`src/verilog/acrb_pkg.sv`:
```
/*
  acrb_pkg: constants shared by the configuration register bank of the
  delta-sigma converter: register addresses, field positions, write masks,
  command codes, integrity-mode codes and check-word constants.
  Assumes nothing of its surroundings.
*/
package acrb_pkg;

  // register addresses, three address bits carried in the command byte
  localparam logic [2:0] ACRB_ADDR_INPUT_GAIN   = 3'h0;
  localparam logic [2:0] ACRB_ADDR_RATE_MODE    = 3'h1;
  localparam logic [2:0] ACRB_ADDR_FLAGS_INTEG  = 3'h2;
  localparam logic [2:0] ACRB_ADDR_CURRENT_AUTO = 3'h3;
  localparam logic [2:0] ACRB_ADDR_GENERAL_PIN  = 3'h4;
  localparam int         ACRB_NUM_REGS          = 5;

  // value of every register after reset
  localparam logic [7:0] ACRB_REG_RESET = 8'h00;
  // value answered for an address with no register behind it
  localparam logic [7:0] ACRB_UNMAPPED_READ = 8'h00;

  // register 00h fields
  localparam int ACRB_INPUT_SELECT_MSB = 7;
  localparam int ACRB_INPUT_SELECT_LSB = 4;
  localparam int ACRB_GAIN_MSB         = 3;
  localparam int ACRB_GAIN_LSB         = 1;
  localparam int ACRB_AMP_BYPASS_BIT   = 0;

  // register 02h fields
  localparam int ACRB_NEW_RESULT_BIT   = 7;
  localparam int ACRB_COUNTER_EN_BIT   = 6;
  localparam int ACRB_INTEG_MSB        = 5;
  localparam int ACRB_INTEG_LSB        = 4;

  // writable bits per register; zero bits read back as zero, except bit 7 of 02h, which reads the live new-result flag
  localparam logic [7:0] ACRB_WMASK_REG0 = 8'hff;
  localparam logic [7:0] ACRB_WMASK_REG1 = 8'hff;
  localparam logic [7:0] ACRB_WMASK_REG2 = 8'h7f;
  localparam logic [7:0] ACRB_WMASK_REG3 = 8'hfd;
  localparam logic [7:0] ACRB_WMASK_REG4 = 8'h7f;

  // command byte upper nibble, address in bits 3:1
  localparam logic [3:0] ACRB_CMD_REG_READ  = 4'h2;
  localparam logic [3:0] ACRB_CMD_REG_WRITE = 4'h4;

  // integrity-mode field codes
  localparam logic [1:0] ACRB_INTEG_NONE   = 2'h0;
  localparam logic [1:0] ACRB_INTEG_INVERT = 2'h1;
  localparam logic [1:0] ACRB_INTEG_CRC16  = 2'h2;

  // check word generator
  localparam logic [15:0] ACRB_CRC_POLY = 16'h1021;
  localparam logic [15:0] ACRB_CRC_INIT = 16'hffff;

  // transmit staging depth: counter, two data bytes and their inverses
  localparam int         ACRB_BUF_DEPTH = 6;
  localparam logic [2:0] ACRB_LEN_ONE   = 3'h1;

endpackage

```
`src/verilog/acrb_bank.sv`:
```
/*
  acrb_bank: configuration register bank with register read/write command
  decode and the integrity trailer on the transmit byte stream.
  Assumes a byte receiver and transmitter on the same clock: received
  command bytes arrive as one-cycle pulses, transmitted bytes leave by a
  valid/ready handshake. The converter core asks for a result transfer.
*/
`timescale 1ns/1ps
module acrb_bank
  import acrb_pkg::*;
(
  input  wire logic        CLK_SYS_IN,
  input  wire logic        NRST_IN,
  input  wire logic [7:0]  RX_BYTE_IN,
  input  wire logic        RX_VALID_IN,
  output logic      [7:0]  TX_BYTE_OUT,
  output logic             TX_VALID_OUT,
  input  wire logic        TX_READY_IN,
  input  wire logic        CONV_SEND_IN,
  input  wire logic [15:0] CONV_DATA_IN,
  input  wire logic [7:0]  CONV_COUNT_IN,
  input  wire logic        NEW_RESULT_IN,
  input  wire logic        POWERDOWN_IN,
  output logic      [7:0]  CFG0_OUT,
  output logic      [7:0]  CFG1_OUT,
  output logic      [7:0]  CFG2_OUT,
  output logic      [7:0]  CFG3_OUT,
  output logic      [7:0]  CFG4_OUT,
  output logic             FILTER_RESET_OUT
);

  typedef enum logic [2:0] {
    ACRB_IDLE  = 3'b001,
    ACRB_SEND  = 3'b010,
    ACRB_TRAIL = 3'b100
  } acrb_state_type;

  typedef struct packed {
    acrb_state_type                      state;
    logic [ACRB_NUM_REGS-1:0][7:0]       regs;
    logic                                wr_wait;
    logic [2:0]                          wr_addr;
    logic [ACRB_BUF_DEPTH-1:0][7:0]      buf_bytes;
    logic [2:0]                          len;
    logic [2:0]                          idx;
    logic                                crc_on;
    logic [15:0]                         crc;
    logic [7:0]                          tx_byte;
    logic                                filter_reset;
  } acrb_st_type;

  acrb_st_type st_reg;
  acrb_st_type st_next;
  logic [15:0] crc_upd;

  // the check word runs over every data byte as it is handed over
  acrb_crc16 u_crc (
    .crc_in  (st_reg.crc),
    .byte_in (st_reg.tx_byte),
    .crc_out (crc_upd)
  );

  // read value of one address; the new-result flag is live, not stored
  function automatic logic [7:0] read_value(input logic [2:0] a,
                                            input acrb_st_type s,
                                            input logic flag);
    logic [7:0] v;
    v = ACRB_UNMAPPED_READ;
    if (a < 3'(ACRB_NUM_REGS)) begin
      v = s.regs[a];
    end
    if (a == ACRB_ADDR_FLAGS_INTEG) begin
      v[ACRB_NEW_RESULT_BIT] = flag;
    end
    return v;
  endfunction

  function automatic logic [7:0] write_mask(input logic [2:0] a);
    logic [7:0] m;
    unique case (a)
      ACRB_ADDR_INPUT_GAIN:   m = ACRB_WMASK_REG0;
      ACRB_ADDR_RATE_MODE:    m = ACRB_WMASK_REG1;
      ACRB_ADDR_FLAGS_INTEG:  m = ACRB_WMASK_REG2;
      ACRB_ADDR_CURRENT_AUTO: m = ACRB_WMASK_REG3;
      ACRB_ADDR_GENERAL_PIN:  m = ACRB_WMASK_REG4;
      default:                m = 8'h00;
    endcase
    return m;
  endfunction

  // command decode, staging of a transfer and byte sequencing
  always_comb begin
    logic [ACRB_BUF_DEPTH-1:0][7:0] lb;
    logic [2:0]                     k;
    logic [2:0]                     data_n;
    logic [1:0]                     integ;
    logic                           cnt_en;
    logic                           start;
    lb     = '0;
    k      = 3'h0;
    data_n = 3'h0;
    start  = 1'b0;
    integ  = st_reg.regs[ACRB_ADDR_FLAGS_INTEG][ACRB_INTEG_MSB:ACRB_INTEG_LSB];
    cnt_en = st_reg.regs[ACRB_ADDR_FLAGS_INTEG][ACRB_COUNTER_EN_BIT];
    st_next = st_reg;
    st_next.filter_reset = 1'b0;
    // power-down has no path into the registers on purpose
    if (RX_VALID_IN) begin
      if (st_reg.wr_wait) begin
        st_next.wr_wait = 1'b0;
        if (st_reg.wr_addr < 3'(ACRB_NUM_REGS)) begin
          st_next.regs[st_reg.wr_addr] = RX_BYTE_IN & write_mask(st_reg.wr_addr);
          st_next.filter_reset = (st_reg.wr_addr != ACRB_ADDR_GENERAL_PIN);
        end
      end else if (RX_BYTE_IN[7:4] == ACRB_CMD_REG_WRITE) begin
        st_next.wr_wait = 1'b1;
        st_next.wr_addr = RX_BYTE_IN[3:1];
      end
    end
    // result transfer wins over a register read in the same cycle
    if (st_reg.state == ACRB_IDLE) begin
      if (CONV_SEND_IN) begin
        start = 1'b1;
        if (cnt_en) begin
          lb[k] = CONV_COUNT_IN;
          k = k + 3'h1;
        end
        lb[k] = CONV_DATA_IN[7:0];
        lb[k + 3'h1] = CONV_DATA_IN[15:8];
        k = k + 3'h2;
      end else if (RX_VALID_IN && !st_reg.wr_wait &&
                   RX_BYTE_IN[7:4] == ACRB_CMD_REG_READ) begin
        start = 1'b1;
        lb[0] = read_value(RX_BYTE_IN[3:1], st_reg, NEW_RESULT_IN);
        k = ACRB_LEN_ONE;
      end
    end
    data_n = k;
    // inverted copies follow the data bytes directly
    if (integ == ACRB_INTEG_INVERT) begin
      for (int i = 0; i < ACRB_BUF_DEPTH / 2; i++) begin
        if (3'(i) < data_n) begin
          lb[data_n + 3'(i)] = ~lb[i];
        end
      end
      k = data_n << 1;
    end
    unique case (st_reg.state)
      ACRB_IDLE: begin
        if (start) begin
          st_next.state     = ACRB_SEND;
          st_next.buf_bytes = lb;
          st_next.len       = k;
          st_next.idx       = 3'h0;
          st_next.tx_byte   = lb[0];
          st_next.crc       = ACRB_CRC_INIT;
          st_next.crc_on    = (integ == ACRB_INTEG_CRC16);
        end
      end
      ACRB_SEND: begin
        if (TX_READY_IN) begin
          st_next.crc = crc_upd;
          if (st_reg.idx == st_reg.len - 3'h1) begin
            st_next.idx = 3'h0;
            if (st_reg.crc_on) begin
              st_next.state   = ACRB_TRAIL;
              st_next.tx_byte = crc_upd[7:0];
            end else begin
              st_next.state   = ACRB_IDLE;
            end
          end else begin
            st_next.idx     = st_reg.idx + 3'h1;
            st_next.tx_byte = st_reg.buf_bytes[st_reg.idx + 3'h1];
          end
        end
      end
      ACRB_TRAIL: begin
        // exactly two check bytes, low byte first
        if (TX_READY_IN) begin
          if (st_reg.idx == 3'h0) begin
            st_next.idx     = 3'h1;
            st_next.tx_byte = st_reg.crc[15:8];
          end else begin
            st_next.idx     = 3'h0;
            st_next.state   = ACRB_IDLE;
          end
        end
      end
    endcase
  end

  // single state register, synchronous reset to the documented defaults
  always_ff @(posedge CLK_SYS_IN) begin
    if (!NRST_IN) begin
      st_reg        <= '0;
      st_reg.regs   <= {ACRB_NUM_REGS{ACRB_REG_RESET}};
      st_reg.state  <= ACRB_IDLE;
    end else begin
      st_reg <= st_next;
    end
  end

  // field layout of 00h is the stored byte itself
  assign CFG0_OUT         = st_reg.regs[ACRB_ADDR_INPUT_GAIN];
  assign CFG1_OUT         = st_reg.regs[ACRB_ADDR_RATE_MODE];
  assign CFG2_OUT         = st_reg.regs[ACRB_ADDR_FLAGS_INTEG];
  assign CFG3_OUT         = st_reg.regs[ACRB_ADDR_CURRENT_AUTO];
  assign CFG4_OUT         = st_reg.regs[ACRB_ADDR_GENERAL_PIN];
  assign TX_BYTE_OUT      = st_reg.tx_byte;
  assign TX_VALID_OUT     = (st_reg.state != ACRB_IDLE);
  assign FILTER_RESET_OUT = st_reg.filter_reset;

  logic wr_data_hit;
  logic rd_start;
  assign wr_data_hit = RX_VALID_IN && st_reg.wr_wait;
  assign rd_start = (st_reg.state == ACRB_IDLE) && !CONV_SEND_IN && RX_VALID_IN &&
                    !st_reg.wr_wait && RX_BYTE_IN[7:4] == ACRB_CMD_REG_READ;
endmodule

```
`src/verilog/acrb_crc16.sv`:
```
/*
  acrb_crc16: one-byte update of the 16-bit check word, msb-first shift.
  Assumes the caller holds the running value in its own register.
*/
`timescale 1ns/1ps
module acrb_crc16
  import acrb_pkg::*;
(
  input  wire logic [15:0] crc_in,
  input  wire logic [7:0]  byte_in,
  output logic      [15:0] crc_out
);

  // eight shift steps unrolled by the loop, purely combinational
  always_comb begin
    logic [15:0] c;
    c = crc_in ^ {byte_in, 8'h00};
    for (int i = 0; i < 8; i++) begin
      c = c[15] ? ((c << 1) ^ ACRB_CRC_POLY) : (c << 1);
    end
    crc_out = c;
  end

endmodule

```
`config.mk`:
```
export PLATFORM = sky130hd
export DESIGN_NAME = acrb_bank
export DESIGN_NICKNAME = d
export VERILOG_FILES = /design/src/verilog/acrb_pkg.sv /design/src/verilog/acrb_bank.sv /design/src/verilog/acrb_crc16.sv
export SDC_FILE = /design/constraint.sdc
export NUM_CORES = 1
export LEC_CHECK = 0
export BUFFER_PORTS_ARGS = -buffer_cell sky130_fd_sc_hd__buf_2
export CORE_UTILIZATION = 49
export DETAILED_ROUTE_END_ITERATION = 10
export PLACE_DENSITY = 0.74
export SYNTH_ARGS = -nofsm -noshare
export SYNTH_HDL_FRONTEND = slang
export SYNTH_SLANG_ARGS = --single-unit
```
`constraint.sdc`:
```
create_clock -name CLK_SYS_IN -period 3 [get_ports CLK_SYS_IN]
set_input_delay 0.9 -clock CLK_SYS_IN [delete_from_list [all_inputs] [get_ports CLK_SYS_IN]]
set_output_delay 0.9 -clock CLK_SYS_IN [all_outputs]
set_load 0.005 [all_outputs]
```
==> impl_metrics.py <==
metrics = {
    "clocking": {
        "cts.path.max_buffers": 2,
        "cts_max_level": 4,
        "cts_root_buf": "clkbuf_16",
        "clock-sinks": 127,
        "cts_resized": 0,
        "clk_latency_ps": 420,
        "numCtsBuffers": 17,
        "postCtsSetupRepairBufs": 0,
        "tritoncts": "built",
        "cts_hold_buf": 0,
        "cts.clk_slew.worst_paths_ps": 50,
    },
    "route": {
        "vias": 5823,
        "wl_per_cell_um": 17.9,
        "drt_iter0_markers": 619,
        "routed_wl_um": 18200,
        "drc": 0,
        "detail-route-antenna-nets": 0,
        "drtPass1Iterations": 5,
        "vias_per_cell": 5.74,
    },
    "pwr": {
        "power_density_nw_per_um2": 551,
        "p_clk_share_pct": 46.4,
        "p_seq_share_pct": 41.2,
        "p_comb_share_pct": 12.4,
        "p_int_w": 0.00323,
        "ir_drop_mv": 0.433,
        "switching_power_w": 0.00111,
        "power.total_w": 0.00434,
        "leakage_nw": 3.08,
        "p_sw_share_pct": 25.6,
    },
    "worst_setup_path": {
        "cpPeakStageDelay_ps": 510,
        "crit_path_max_fanout": 10,
        "crit_slowest_cell": "dfxtp_1",
        "crit_buf_inv": 3,
        "worstSetupStartpointType": "flop",
        "r2r_end": "TX_BYTE_OUT[0]$_SDFFE_PN0P_",
        "reg2reg_depth": 8,
        "crit-reg2reg-launch": "st_reg[26]$_SDFFE_PN0P_",
        "critical-path-top-delay-family": "buffers and inverters",
        "end_kind": "primary output",
        "cp-startpoint": "st_reg[125]$_SDFFE_PN0P_",
        "critical_path_class": "reg2out",
        "reg2reg_slack_ps": 520,
        "crit_end": "TX_VALID_OUT",
        "crit_cells": 4,
        "arrival_ps": 1610,
        "path_cells": "nor3b_2 -> buf_4 -> inv_1 -> buf_2",
        "crit_required_ps": 2100,
    },
    "cells_and_area": {
        "largest_register_ffs": 78,
        "final_common_cell": "dfxtp_1",
        "area_growth_pct": 13.4,
        "nNetsFinal": 865,
        "n_antenna_cell": 0,
        "drive_gt1_share_pct": 22.0,
        "nFillCells": 1252,
        "final_core_util_pct": 56.9,
        "stdcell_count": 1015,
        "fin_area_um2": 7870,
        "final_cell_mix": "dfxtp_1, buf_2, nand2_1",
    },
    "timing": {
        "relSlewSlack_pct": 40.4,
        "tightest_slew_ps": 885,
        "slew_viol_final": 0,
        "min_period_ps": 2510,
        "setup_tns_ps": 0,
        "clock.fmax_mhz": 399,
        "skew_ps": 10.7,
        "rsz0062_at_grt": "false",
        "fin_crit_sh_pct": 83.6,
        "hold_violations": 0,
        "setup_viol": 0,
    },
    "yosys": {
        "syn-cell-area_um2": 6940,
        "synth_seq_area_share_pct": 36.6,
        "synth_edf_count": 0,
        "synthMuxAreaShare_pct": 12.0,
        "synth.net_count": 827,
        "synth_flop_cell": "dfxtp_1",
        "synth_top_family_by_area": "compound AO/OA/AOI/OAI gates",
        "synth_xor_area_share_pct": 3.73,
        "async_flop_share_pct": 0,
        "synth_compound_area_share_pct": 19.9,
        "synthSimpleGateAreaFrac_pct": 18.5,
        "synth_cells": 785,
        "ys_warn_count": 0,
        "synthAdderAreaFrac_pct": 0.541,
        "ys_seq_elements": 127,
        "synth_area_per_cell_um2": 8.84,
        "ys_types": 72,
    },
    "die": {
        "dieArea_um2": 14600,
        "rows": 43,
        "coreArea_um2": 13800,
        "die_h_um": 121,
        "start_util_pct": 50.2,
        "pin_count": 89,
        "die_x_um": 121,
    },
    "place": {
        "place_area_um2": 7300,
        "gp_congestion": 0.898,
        "dpl.hpwl_um": 12500,
        "port_buffers": 87,
        "dp.cells": 984,
    },
    "worst_hold_path": {
        "hold_path_class": "reg2reg",
    },
    "global_routing": {
        "grt_pass1_wl_um": 28600,
        "grt_max_degree": 129,
        "track_usage_pct": 25.6,
        "antenna_found_initial": 0,
        "grt_pass1_vias": 5401,
        "grt-ovfl-total": 0,
    },
    "status": {
        "outcome": "completed",
    },
    "flow_run": {
        "max_cap_violations": 0,
    },
}
[cells in the mapped netlist, types with 5 or more instances]
master | count | area [µm²]
mux2_2 | 8 | 90.1
a211oi_1 | 7 | 52.6
o22a_1 | 5 | 43.8
inv_1 | 7 | 26.3
xnor2_1 | 17 | 149
mux4_2 | 8 | 180
xor2_1 | 10 | 87.6
dfxtp_1 | 127 | 2540
nor2b_1 | 52 | 325
a21oi_1 | 60 | 300
buf_2 | 12 | 60.1
nand2b_1 | 8 | 50.1
and2_1 | 25 | 156
mux2i_1 | 56 | 561
a31oi_1 | 8 | 50.1
nor3_1 | 9 | 45.0
a21boi_0 | 19 | 143
clkbuf_1 | 33 | 124
nand2_1 | 62 | 233
o31ai_1 | 9 | 67.6
o21ai_0 | 52 | 260
a32oi_1 | 5 | 43.8
nor2_1 | 36 | 135
buf_4 | 50 | 375
nand3_1 | 16 | 80.1
[worst min path at each step]
stage                                        start                       end  cells after the start
final                     CFG2_OUT[7]$_SDFFE_PN0P_  CFG2_OUT[7]$_SDFFE_PN0P_                      2
after global routing      CFG2_OUT[7]$_SDFFE_PN0P_  CFG2_OUT[7]$_SDFFE_PN0P_                      2
after CTS                 CFG2_OUT[7]$_SDFFE_PN0P_  CFG2_OUT[7]$_SDFFE_PN0P_                      2
after detailed placement  CFG2_OUT[7]$_SDFFE_PN0P_  CFG2_OUT[7]$_SDFFE_PN0P_                      2
after global placement    CFG2_OUT[7]$_SDFFE_PN0P_  CFG2_OUT[7]$_SDFFE_PN0P_                      2
after floorplan           CFG2_OUT[7]$_SDFFE_PN0P_  CFG2_OUT[7]$_SDFFE_PN0P_                      2
[power groups by stage]
stage               clock, W  combinational, W  sequential (W)
CTS                  0.00202          0.000535         0.00179
global route         0.00211          0.000585         0.00179
floorplan                  0          0.000392         0.00181
detailed placement         0          0.000531         0.00182
finish               0.00201          0.000539         0.00179
global placement           0          0.000527         0.00182
[metrics by stage]
stage	hold WS, ps	setup slack [ps]
global route	457	328
detailed placement	423	189
finish	427	491
CTS	431	505
floorplan	410	427
global placement	417	229
[logic make-up after synthesis]
logic type / count (synthesis)
xor gates and xnor gates: 28
and+or+nand+nor: 238
DFF: 127
AOI/OAI and AO/OA: 212
muxes: 72
adders and majority gates: 3
buffers and inverters: 105
[area by class of cell]
class / count / area, µm² / share of cell area, %
timing repair buffer: 117 / 698 / 8.87
multi-input combinational: 553 / 3810 / 48.4
inverter: 7 / 26.3 / 0.334
sequential: 127 / 2540 / 32.3
clock inverter: 10 / 113 / 1.43
tap: 180 / 225 / 2.86
clock buffer: 21 / 460 / 5.85
[metal layers]
metal	track usage (%)	vias to the layer above	share of wire (%)
li1	-	2812	-
met2	39.9	174	47
met1	34.9	2814	47
met3	4.93	23	4.5
met4	9.41	0	2.0
met5	0	-	0
[tightest hold or removal path, stage by stage, from the launching register on]
cell and delay (ps):
dfxtp_1 300, nand2_1 50, nor2_1 30
(Power assumes the default switching activity.)
